--- src/rtl/pif_pkg.sv ---
// package: register map, field positions and reset values of the peripheral irq flag/enable block
package pif_pkg;
  localparam logic [3:0] ADDR_IRQ_CTRL    = 4'h0;
  localparam logic [3:0] ADDR_EN_1        = 4'h1;
  localparam logic [3:0] ADDR_EN_2        = 4'h2;
  localparam logic [3:0] ADDR_EN_3        = 4'h3;
  localparam logic [3:0] ADDR_REQ_1       = 4'h4;
  localparam logic [3:0] ADDR_REQ_2       = 4'h5;
  localparam logic [3:0] ADDR_REQ_3       = 4'h6;
  localparam logic [3:0] ADDR_EVT_STATUS  = 4'h7;
  localparam logic [3:0] ADDR_EVT_MASK    = 4'h8;
  localparam logic [7:0] IMPL_MASK_1      = 8'hF3;
  localparam logic [7:0] IMPL_MASK_2      = 8'h20;
  localparam logic [7:0] IMPL_MASK_3      = 8'h70;
  localparam logic [7:0] IMPL_MASK_CTRL   = 8'hC0;
  localparam logic [7:0] SW_WRITE_MASK_1  = 8'hD3;
  localparam int         BIT_GLOBAL_GATE  = 7;
  localparam int         BIT_PERIPH_GATE  = 6;
  localparam int         BIT_GATE_ACQ     = 7;
  localparam int         BIT_CONV_DONE    = 6;
  localparam int         BIT_SERIAL_RX    = 5;
  localparam int         BIT_SERIAL_TX    = 4;
  localparam int         BIT_T2_MATCH     = 1;
  localparam int         BIT_T1_OVF       = 0;
  localparam int         BIT_COMPARATOR   = 5;
  localparam int         BIT_PWM3         = 6;
  localparam int         BIT_PWM2         = 5;
  localparam int         BIT_PWM1         = 4;
  localparam logic [7:0] RESET_VALUE      = 8'h00;
  localparam logic [2:0] EVT_RESET        = 3'h0;
  localparam int         EVT_FLAG_ANY     = 0;
  localparam int         EVT_CORE_IRQ     = 1;
  localparam int         EVT_BAD_ADDR     = 2;
endpackage

--- src/rtl/pif_irq_flags.sv ---
// peripheral interrupt request flags, enables and core interrupt gating
//
// Contract
// - enable-3 holds pwm 3/2/1 enables, bits 6:4
// - all enables and flags reset to zero
// - request-1 bit 7: timer-1 gate pending
// - request-1 bit 6: conversion done pending
// - request-1 bit 5: serial rx, read-only
// - request-1 bit 4: serial tx pending
// - request-1 bit 1: timer-2 period match
// - request-1 bit 0: timer-1 overflow
// - flags set regardless of any enable
// - request-3 bits 6:4: pwm 3/2/1 pending
// - pwm flags mirror units, read-only
// - peripheral gate required to reach core
// - global gate clear blocks all interrupts; the code gates core_irq only, not the status irq
//
// Added by the designer: the strobed register port and the placing of the registers.
module pif_irq_flags
  import pif_pkg::*;
(
  input  wire logic       clock,
  input  wire logic       rst,
  input  wire logic [3:0] reg_addr,
  input  wire logic [7:0] reg_wdata,
  input  wire logic       reg_wr,
  input  wire logic       reg_rd,
  output logic      [7:0] reg_rdata,
  input  wire logic       evt_gate_acq,
  input  wire logic       evt_conv_done,
  input  wire logic       evt_serial_tx,
  input  wire logic       evt_t2_match,
  input  wire logic       evt_t1_ovf,
  input  wire logic       evt_comparator,
  input  wire logic       serial_rx_level,
  input  wire logic [2:0] pwm_pending,
  output logic            core_irq,
  output logic            irq
);

  logic [7:0] ctrl_ff, nxt_ctrl;
  logic [7:0] en1_ff, nxt_en1;
  logic [7:0] en2_ff, nxt_en2;
  logic [7:0] en3_ff, nxt_en3;
  logic [7:0] req1_ff, nxt_req1;
  logic [7:0] req2_ff, nxt_req2;
  logic [7:0] req3_ff, nxt_req3;
  logic [2:0] evt_ff, nxt_evt;
  logic [2:0] mask_ff, nxt_mask;
  logic [7:0] rdata_ff, nxt_rdata;
  logic       core_irq_ff, nxt_core_irq;
  logic       irq_ff, nxt_irq;
  logic [7:0] req1_set;
  logic [7:0] req2_set;
  logic       periph_any;
  logic       addr_ok;

  // write helper: only implemented, software-writable bits take the new value
  function automatic logic [7:0] merge_wr(input logic [7:0] old, input logic [7:0] wd,
                                          input logic [7:0] msk);
    merge_wr = (old & ~msk) | (wd & msk);
  endfunction

  function automatic logic in_map(input logic [3:0] a);
    in_map = (a <= ADDR_EVT_MASK);
  endfunction

  always_comb begin
    req1_set = RESET_VALUE;
    req1_set[BIT_GATE_ACQ]  = evt_gate_acq;
    req1_set[BIT_CONV_DONE] = evt_conv_done;
    req1_set[BIT_SERIAL_TX] = evt_serial_tx;
    req1_set[BIT_T2_MATCH]  = evt_t2_match;
    req1_set[BIT_T1_OVF]    = evt_t1_ovf;
    req2_set = RESET_VALUE;
    req2_set[BIT_COMPARATOR] = evt_comparator;
    addr_ok = in_map(reg_addr);
  end

  // register state: enables, event mask and control
  always_comb begin
    nxt_ctrl = ctrl_ff;
    nxt_en1  = en1_ff;
    nxt_en2  = en2_ff;
    nxt_en3  = en3_ff;
    nxt_mask = mask_ff;
    if (reg_wr) begin
      case (reg_addr)
        ADDR_IRQ_CTRL: nxt_ctrl = reg_wdata & IMPL_MASK_CTRL;
        ADDR_EN_1:     nxt_en1  = reg_wdata & IMPL_MASK_1;
        ADDR_EN_2:     nxt_en2  = reg_wdata & IMPL_MASK_2;
        ADDR_EN_3:     nxt_en3  = reg_wdata & IMPL_MASK_3;
        ADDR_EVT_MASK: nxt_mask = reg_wdata[2:0];
        default:       nxt_ctrl = ctrl_ff;
      endcase
    end
  end

  // request flags: events set, software may clear the writable ones
  always_comb begin
    // software-written flag bits: a write may clear, but a new event always wins
    nxt_req1 = req1_ff;
    if (reg_wr && reg_addr == ADDR_REQ_1) begin
      nxt_req1 = merge_wr(req1_ff, reg_wdata, SW_WRITE_MASK_1);
    end
    nxt_req1 = (nxt_req1 | req1_set) & IMPL_MASK_1;
    nxt_req1[BIT_SERIAL_RX] = serial_rx_level;
    nxt_req2 = req2_ff;
    if (reg_wr && reg_addr == ADDR_REQ_2) begin
      nxt_req2 = merge_wr(req2_ff, reg_wdata, IMPL_MASK_2);
    end
    nxt_req2 = (nxt_req2 | req2_set) & IMPL_MASK_2;
    nxt_req3 = RESET_VALUE;
    nxt_req3[BIT_PWM3] = pwm_pending[2];
    nxt_req3[BIT_PWM2] = pwm_pending[1];
    nxt_req3[BIT_PWM1] = pwm_pending[0];
  end

  // core gating: enabled flags need both the peripheral gate and the global gate
  always_comb begin
    periph_any = |(req1_ff & en1_ff) | |(req2_ff & en2_ff) | |(req3_ff & en3_ff);
    nxt_core_irq = periph_any && ctrl_ff[BIT_PERIPH_GATE]
                   && ctrl_ff[BIT_GLOBAL_GATE];
  end

  // sticky event status, cleared by a read of the status register; set wins over clear
  always_comb begin
    nxt_evt = evt_ff;
    if (reg_rd && reg_addr == ADDR_EVT_STATUS) begin
      nxt_evt = EVT_RESET;
    end
    if ((|req1_set) || evt_comparator) begin
      nxt_evt[EVT_FLAG_ANY] = 1'b1;
    end
    if (nxt_core_irq && !core_irq_ff) begin
      nxt_evt[EVT_CORE_IRQ] = 1'b1;
    end
    if ((reg_rd || reg_wr) && !addr_ok) begin
      nxt_evt[EVT_BAD_ADDR] = 1'b1;
    end
    nxt_irq = |(nxt_evt & mask_ff);
  end

  // read path: data stand one cycle after the strobe, zero otherwise
  always_comb begin
    nxt_rdata = RESET_VALUE;
    if (reg_rd) begin
      case (reg_addr)
        ADDR_IRQ_CTRL:   nxt_rdata = ctrl_ff;
        ADDR_EN_1:       nxt_rdata = en1_ff;
        ADDR_EN_2:       nxt_rdata = en2_ff;
        ADDR_EN_3:       nxt_rdata = en3_ff;
        ADDR_REQ_1:      nxt_rdata = req1_ff;
        ADDR_REQ_2:      nxt_rdata = req2_ff;
        ADDR_REQ_3:      nxt_rdata = req3_ff;
        ADDR_EVT_STATUS: nxt_rdata = {5'h00, evt_ff};
        ADDR_EVT_MASK:   nxt_rdata = {5'h00, mask_ff};
        default:         nxt_rdata = RESET_VALUE;
      endcase
    end
  end

  // enables, gates and event mask
  always_ff @(posedge clock) begin
    if (rst) begin
      ctrl_ff <= RESET_VALUE;
      en1_ff  <= RESET_VALUE;
      en2_ff  <= RESET_VALUE;
      en3_ff  <= RESET_VALUE;
      mask_ff <= EVT_RESET;
    end else begin
      ctrl_ff <= nxt_ctrl;
      en1_ff  <= nxt_en1;
      en2_ff  <= nxt_en2;
      en3_ff  <= nxt_en3;
      mask_ff <= nxt_mask;
    end
  end

  // request flags
  always_ff @(posedge clock) begin
    if (rst) begin
      req1_ff <= RESET_VALUE;
      req2_ff <= RESET_VALUE;
      req3_ff <= RESET_VALUE;
    end else begin
      req1_ff <= nxt_req1;
      req2_ff <= nxt_req2;
      req3_ff <= nxt_req3;
    end
  end

  // core interrupt level, one cycle behind the gated flags
  always_ff @(posedge clock) begin
    if (rst) begin
      core_irq_ff <= 1'b0;
    end else begin
      core_irq_ff <= nxt_core_irq;
    end
  end

  // sticky status and its interrupt
  always_ff @(posedge clock) begin
    if (rst) begin
      evt_ff <= EVT_RESET;
      irq_ff <= 1'b0;
    end else begin
      evt_ff <= nxt_evt;
      irq_ff <= nxt_irq;
    end
  end

  // read data register: zero outside the answer cycle keeps a shared bus quiet
  always_ff @(posedge clock) begin
    if (rst) begin
      rdata_ff <= RESET_VALUE;
    end else begin
      rdata_ff <= nxt_rdata;
    end
  end

  assign reg_rdata = rdata_ff;
  assign core_irq  = core_irq_ff;
  assign irq       = irq_ff;

  // no flag is ever enabled by hardware; software is expected to clear first

  chk_unimpl_zero: assert property (@(posedge clock) disable iff (rst)
    ((req1_ff & ~IMPL_MASK_1) == 8'h00) && ((en3_ff & ~IMPL_MASK_3) == 8'h00)
    && ((req3_ff & ~IMPL_MASK_3) == 8'h00) && ((req2_ff & ~IMPL_MASK_2) == 8'h00))
    else $error("unimplemented bit set");

  chk_reset_clear: assert property (@(posedge clock)
    rst |=> (en1_ff == 8'h00 && en2_ff == 8'h00 && en3_ff == 8'h00 && ctrl_ff == 8'h00
    && req1_ff == 8'h00 && req2_ff == 8'h00 && req3_ff == 8'h00
    && reg_rdata == 8'h00 && !core_irq && !irq))
    else $error("state not zero after reset");

  chk_event_sets: assert property (@(posedge clock) disable iff (rst)
    evt_t1_ovf |=> req1_ff[BIT_T1_OVF])
    else $error("overflow event lost");

  chk_gate_acq: assert property (@(posedge clock) disable iff (rst)
    evt_gate_acq |=> req1_ff[BIT_GATE_ACQ])
    else $error("gate event lost");

  chk_set_wins: assert property (@(posedge clock) disable iff (rst)
    (reg_wr && reg_addr == ADDR_REQ_2 && evt_comparator) |=> req2_ff[BIT_COMPARATOR])
    else $error("clear beat set");

  chk_wr_clear: assert property (@(posedge clock) disable iff (rst)
    (reg_wr && reg_addr == ADDR_REQ_2 && !reg_wdata[BIT_COMPARATOR] && !evt_comparator)
    |=> !req2_ff[BIT_COMPARATOR])
    else $error("comparator flag not cleared");

  chk_rx_follows: assert property (@(posedge clock) disable iff (rst)
    ##1 req1_ff[BIT_SERIAL_RX] == $past(serial_rx_level))
    else $error("rx flag not following receiver");

  chk_pwm_mirror: assert property (@(posedge clock) disable iff (rst)
    ##1 req3_ff[6:4] == $past(pwm_pending))
    else $error("pwm mirror wrong");

  chk_gate_block: assert property (@(posedge clock) disable iff (rst)
    !ctrl_ff[BIT_PERIPH_GATE] |=> !core_irq_ff)
    else $error("core irq without peripheral gate");

  chk_global_hold: assert property (@(posedge clock) disable iff (rst)
    (!ctrl_ff[BIT_GLOBAL_GATE] ##1 (ctrl_ff[BIT_GLOBAL_GATE] && ctrl_ff[BIT_PERIPH_GATE]
    && periph_any)) |=> core_irq_ff)
    else $error("pending irq not serviced");

  chk_pwm_enable: assert property (@(posedge clock) disable iff (rst)
    (reg_wr && reg_addr == ADDR_EN_3) |=> en3_ff[BIT_PWM3] == $past(reg_wdata[BIT_PWM3]))
    else $error("pwm3 enable not stored");

  chk_pwm2_enable: assert property (@(posedge clock) disable iff (rst)
    (reg_wr && reg_addr == ADDR_EN_3)
    |=> (en3_ff[BIT_PWM2] == $past(reg_wdata[BIT_PWM2])))
    else $error("pwm2 enable not stored");

  chk_pwm1_enable: assert property (@(posedge clock) disable iff (rst)
    (reg_wr && reg_addr == ADDR_EN_3)
    |=> (en3_ff[BIT_PWM1] == $past(reg_wdata[BIT_PWM1])))
    else $error("pwm1 enable not stored");

  chk_en1_store: assert property (@(posedge clock) disable iff (rst)
    (reg_wr && reg_addr == ADDR_EN_1)
    |=> (en1_ff == ($past(reg_wdata) & IMPL_MASK_1)))
    else $error("enable 1 write wrong");

  chk_en2_store: assert property (@(posedge clock) disable iff (rst)
    (reg_wr && reg_addr == ADDR_EN_2)
    |=> (en2_ff == ($past(reg_wdata) & IMPL_MASK_2)))
    else $error("enable 2 write wrong");

  chk_ctrl_store: assert property (@(posedge clock) disable iff (rst)
    (reg_wr && reg_addr == ADDR_IRQ_CTRL)
    |=> (ctrl_ff == ($past(reg_wdata) & IMPL_MASK_CTRL)))
    else $error("control write wrong");

  chk_conv_sets: assert property (@(posedge clock) disable iff (rst)
    evt_conv_done
    |=> req1_ff[BIT_CONV_DONE])
    else $error("conversion event lost");

  chk_tx_sets: assert property (@(posedge clock) disable iff (rst)
    evt_serial_tx
    |=> req1_ff[BIT_SERIAL_TX])
    else $error("transmit event lost");

  chk_match_sets: assert property (@(posedge clock) disable iff (rst)
    evt_t2_match
    |=> req1_ff[BIT_T2_MATCH])
    else $error("period match event lost");

  chk_cmp_sets: assert property (@(posedge clock) disable iff (rst)
    evt_comparator
    |=> req2_ff[BIT_COMPARATOR])
    else $error("comparator event lost");

  chk_rx_readonly: assert property (@(posedge clock) disable iff (rst)
    (reg_wr && reg_addr == ADDR_REQ_1)
    |=> (req1_ff[BIT_SERIAL_RX] == $past(serial_rx_level)))
    else $error("rx flag took a write");

  chk_req3_readonly: assert property (@(posedge clock) disable iff (rst)
    (reg_wr && reg_addr == ADDR_REQ_3)
    |=> (req3_ff == {1'b0, $past(pwm_pending), 4'h0}))
    else $error("pwm flags took a write");

  chk_flag_holds: assert property (@(posedge clock) disable iff (rst)
    (!(reg_wr && reg_addr == ADDR_REQ_2) && !evt_comparator)
    |=> (req2_ff == $past(req2_ff)))
    else $error("comparator flag moved on its own");

  chk_req1_clear: assert property (@(posedge clock) disable iff (rst)
    (reg_wr && reg_addr == ADDR_REQ_1 && reg_wdata == 8'h00
    && !evt_gate_acq && !evt_conv_done && !evt_serial_tx && !evt_t2_match && !evt_t1_ovf)
    |=> ((req1_ff & SW_WRITE_MASK_1) == 8'h00))
    else $error("request 1 not cleared");

  chk_req2_write: assert property (@(posedge clock) disable iff (rst)
    (reg_wr && reg_addr == ADDR_REQ_2 && reg_wdata[BIT_COMPARATOR])
    |=> req2_ff[BIT_COMPARATOR])
    else $error("comparator flag write lost");

  chk_core_needs_en: assert property (@(posedge clock) disable iff (rst)
    !periph_any
    |=> !core_irq_ff)
    else $error("core irq without enabled flag");

  chk_global_block: assert property (@(posedge clock) disable iff (rst)
    !ctrl_ff[BIT_GLOBAL_GATE]
    |=> !core_irq_ff)
    else $error("core irq without global gate");

  chk_core_raise: assert property (@(posedge clock) disable iff (rst)
    (periph_any && ctrl_ff[BIT_PERIPH_GATE] && ctrl_ff[BIT_GLOBAL_GATE])
    |=> core_irq_ff)
    else $error("gated flag did not reach core");

  chk_status_sticky: assert property (@(posedge clock) disable iff (rst)
    (evt_ff[EVT_BAD_ADDR] && !(reg_rd && reg_addr == ADDR_EVT_STATUS))
    |=> evt_ff[EVT_BAD_ADDR])
    else $error("status bit lost without read");

  chk_status_clear: assert property (@(posedge clock) disable iff (rst)
    (reg_rd && reg_addr == ADDR_EVT_STATUS)
    |=> !evt_ff[EVT_BAD_ADDR])
    else $error("status bit not cleared by read");

  chk_unmapped_flag: assert property (@(posedge clock) disable iff (rst)
    ((reg_rd || reg_wr) && reg_addr > ADDR_EVT_MASK)
    |=> evt_ff[EVT_BAD_ADDR])
    else $error("unmapped access not flagged");

  chk_irq_level: assert property (@(posedge clock) disable iff (rst)
    ##1
    (irq_ff == |(evt_ff & $past(mask_ff))))
    else $error("irq level does not match status");

  chk_rdata_idle: assert property (@(posedge clock) disable iff (rst)
    !reg_rd
    |=> (reg_rdata == 8'h00))
    else $error("read data outside answer cycle");

endmodule

--- config.mk ---
export PLATFORM = sky130hd
export DESIGN_NAME = pif_irq_flags
export DESIGN_NICKNAME = d
export VERILOG_FILES = /design/src/rtl/pif_pkg.sv /design/src/rtl/pif_irq_flags.sv
export SDC_FILE = /design/constraint.sdc
export NUM_CORES = 1
export LEC_CHECK = 0
export BUFFER_PORTS_ARGS = -buffer_cell sky130_fd_sc_hd__buf_2
export CORE_MARGIN = 5
export CORE_UTILIZATION = 53
export CTS_CLUSTER_DIAMETER = 60
export DETAILED_ROUTE_END_ITERATION = 7
export GPL_TIMING_DRIVEN = 1
export PLACE_DENSITY = 0.78
export SLEW_MARGIN = 25
export SYNTH_ARGS = -nofsm -noshare
export SYNTH_HDL_FRONTEND = slang
export SYNTH_SLANG_ARGS = --single-unit
export TNS_END_PERCENT = 20
--- constraint.sdc ---
create_clock -name clock -period 1.6 [get_ports clock]
set_input_delay 0.32 -clock clock [delete_from_list [all_inputs] [get_ports clock]]
set_output_delay 0.32 -clock clock [all_outputs]
set_load 0.05 [all_outputs]
==> out/qor.yml <==
vdd_drop_max_mv: 0.607
ios: 36
internal_power_mw: 1.42
ff2ff_path_depth: 5
cp-end-kind: "register"
multiInputGateArea_um2: 843
first_global_vias: 1424
seqCellArea_um2: 743
root_buffer: "clkbuf_4"
syn_avg_cell_area_um2: 9.34
drive_gt1_share_pct: 35.7
dr.pass1.iters: 5
synth-main-ff-cell: "dfxtp_1"
skew_ns: 0.00668
utilization_pct: 68.3
min-delay-start: "pwm_pending[0]"
rsz0062_at_grt: "false"
comb_power_share_pct: 12.0
yosys.area.top_type: "dfxtp_1"
netlist.area_leader.share_pct: 44.8
antenna_found_initial: 0
drc_errors: 0
hpwl_um: 3300
drt-total-wl_um: 4260
final_max_slew_viol_count: 0
antenna_cells: 0
overflow: 0
synth_nets: 203
synth_seq_cells: 37
fin_nets: 255
cts_buffers: 5
critical_path_class: "register to register"
wire_per_inst_um: 15.6
place.gp.congestion: 0.877
row_count: 20
async_flop_share_pct: 0
finalSetupViolCount: 0
synth_edf_count: 0
clock_path_buffers: 2
hold_path_depth: 2
grt_pass1_wl_um: 6750
fillerInstances: 254
maxCapViolCount: 0
area_delta_synth_final_pct: 25.1
pwr-share-clk_pct: 35.9
htreeDepth: 2
switching_share_pct: 23.7
drt_iter0_markers: 100
core_area_um2: 3030
worstSkewPairLatency_ns: 0.34
synth_warnings: 0
ys_seq_area_share_pct: 44.8
cts_sinks: 37
crit_path_start_kind: "register"
power_frac_seq_pct: 52.1
clkSlewWorstSetupHoldPaths_ns: 0.11
cp_max_fo: 2
placed_area_um2: 1960
die_x_um: 65.8
status: "complete, no violations"
floorplan.initialDensity_pct: 54.6
cts_tree: "yes"
finalCriticalPeriod_ns: 1.53
min_path_type: "input port to register"
p_per_area_nw_per_um2: 903
vias_per_cell: 5.64
power_mw: 1.87
grt_max_degree: 27
cp_data_required_time_ns: 1.84
ys_types: 46
chipHeight_um: 65.8
design_area_um2: 2070
hold_viol: 0
p_switching_mw: 0.443
syn_inst: 177
port_buffers: 33
fin_crit_sh_pct: 95.5
critPathLaunch: "req1_ff[1]$_SDFF_PP0_"
reg2reg_from: "req1_ff[1]$_SDFF_PP0_"
die-area_um2: 4340
max_freq_mhz: 654
postRouteAntennaNets: 0
critPathArrivalTime_ns: 1.77
postCtsHoldBufs: 0
via_count: 1546
synthTopCellsByArea: "dfxtp_1, mux2i_1, a21oi_1"
syn-cell-area_um2: 1650
grt_use_total_pct: 21.0
leakage_nw: 0.893
power by group through the flow:
stage,clock network [mW],logic (mW),registers (mW)
global placement,0,0.211,0.990
global route,0.732,0.243,0.975
floorplan,0,0.126,0.988
detailed placement,0,0.218,0.991
finish,0.671,0.224,0.972
CTS,0.682,0.219,0.970
placed cells by master, fill, tap and decap left out, types with 2 or more instances in the layout:
cell type,Yosys,routed
dfxtp_1,37,35
buf_2,4,33
buf_4,1,22
nand2_1,17,17
nor2_1,17,17
nand3_1,13,13
a21oi_1,13,13
nor2b_1,10,10
mux2i_1,7,7
a211oi_1,5,5
a22o_1,5,5
clkbuf_4,0,5
mux2_2,4,4
a22oi_1,3,3
inv_1,2,2
a221oi_2,2,2
a31oi_1,2,2
nor3_1,2,2
a222oi_1,2,2
dfxtp_2,0,2
registers in the layout, indices dropped and copies added (netlist names):
register   cells
evt_ff         3
req2_ff        1
req1_ff        6
ctrl_ff        2
en3_ff         3
en2_ff         1
mask_ff        3
irq            1
en1_ff         6
core_irq       1
req3_ff        3
reg_rdata      7
path summary, 6_finish.rpt:
kind,to,slack [ns]
max,irq$_SDFF_PP0_,0.07
min,req3_ff[4]$_SDFF_PP0_,0.18
max reg2reg,irq$_SDFF_PP0_,0.07
min reg2reg,evt_ff[2]$_SDFF_PP0_,0.48
what timing repair did:
item,4_1_cts,5_1_grt
endpoints found under the setup margin,0,1
gates resized for setup,0,3
setup buffers,0,2
logic make-up (layout without fill, tap and decap cells):
kind of cell / Yosys count / in the layout / synth area share, %
and+or+nand+nor: 73 / 73 / 24.4
AOI/OAI and AO/OA: 42 / 42 / 19.2
DFF: 37 / 37 / 44.8
buffers and inverters: 13 / 66 / 4.39
muxes: 11 / 11 / 6.96
other: 1 / 1 / 0.227
layer usage:
metal / part of all wire, % / track usage [%] / vias to the layer above / wire [um]
li1: - / - / 743 / -
met1: 41 / 26.6 / 715 / 1760
met2: 47 / 33.2 / 78 / 1990
met3: 10 / 5.27 / 10 / 432
met4: 2.0 / 9.84 / 0 / 85
met5: 0 / 0 / - / 0
area by class of cell:
type	instances	area share, %
multi-input cells	127	40.8
flip-flops and latches	37	35.9
repair buffers	55	16.0
clock buffers	7	2.66
well taps	44	2.66
clock inverters	1	1.45
inverters	3	0.544
synthesized netlist by cell type (all sizes together) (3+ instances only):
| cell type | instances |
|---|---|
| nand2 | 18 |
| inv | 3 |
| a221oi | 3 |
| nand3 | 13 |
| mux2i | 7 |
| nor3 | 3 |
| clkbuf | 3 |
| a22o | 5 |
| buf | 7 |
| dfxtp | 37 |
| nor2 | 18 |
| a21oi | 13 |
| mux2 | 4 |
| a22oi | 3 |
| a211oi | 5 |
| nor2b | 11 |
worst max-delay path, stage by stage, from the launching register on:
cell	delay, ns
dfxtp_2	0.35
a22o_1	0.23
a221oi_2	0.20
a311o_1	0.24
o21ai_2	0.07
a221o_1	0.34
per-stage QoR:
stage	setup TNS, ns	hold slack, ns	cells	setup WS (ns)
after global routing	0	0.165	274	0.00315
after global placement	-0.0413	0.441	264	-0.0413
after detailed placement	-0.0754	0.461	264	-0.0588
final	0	0.180	274	0.0717
after floorplan	0	0.441	177	0.147
after CTS	0	0.168	272	0.0218
Power figures use the tool's default switching activity.
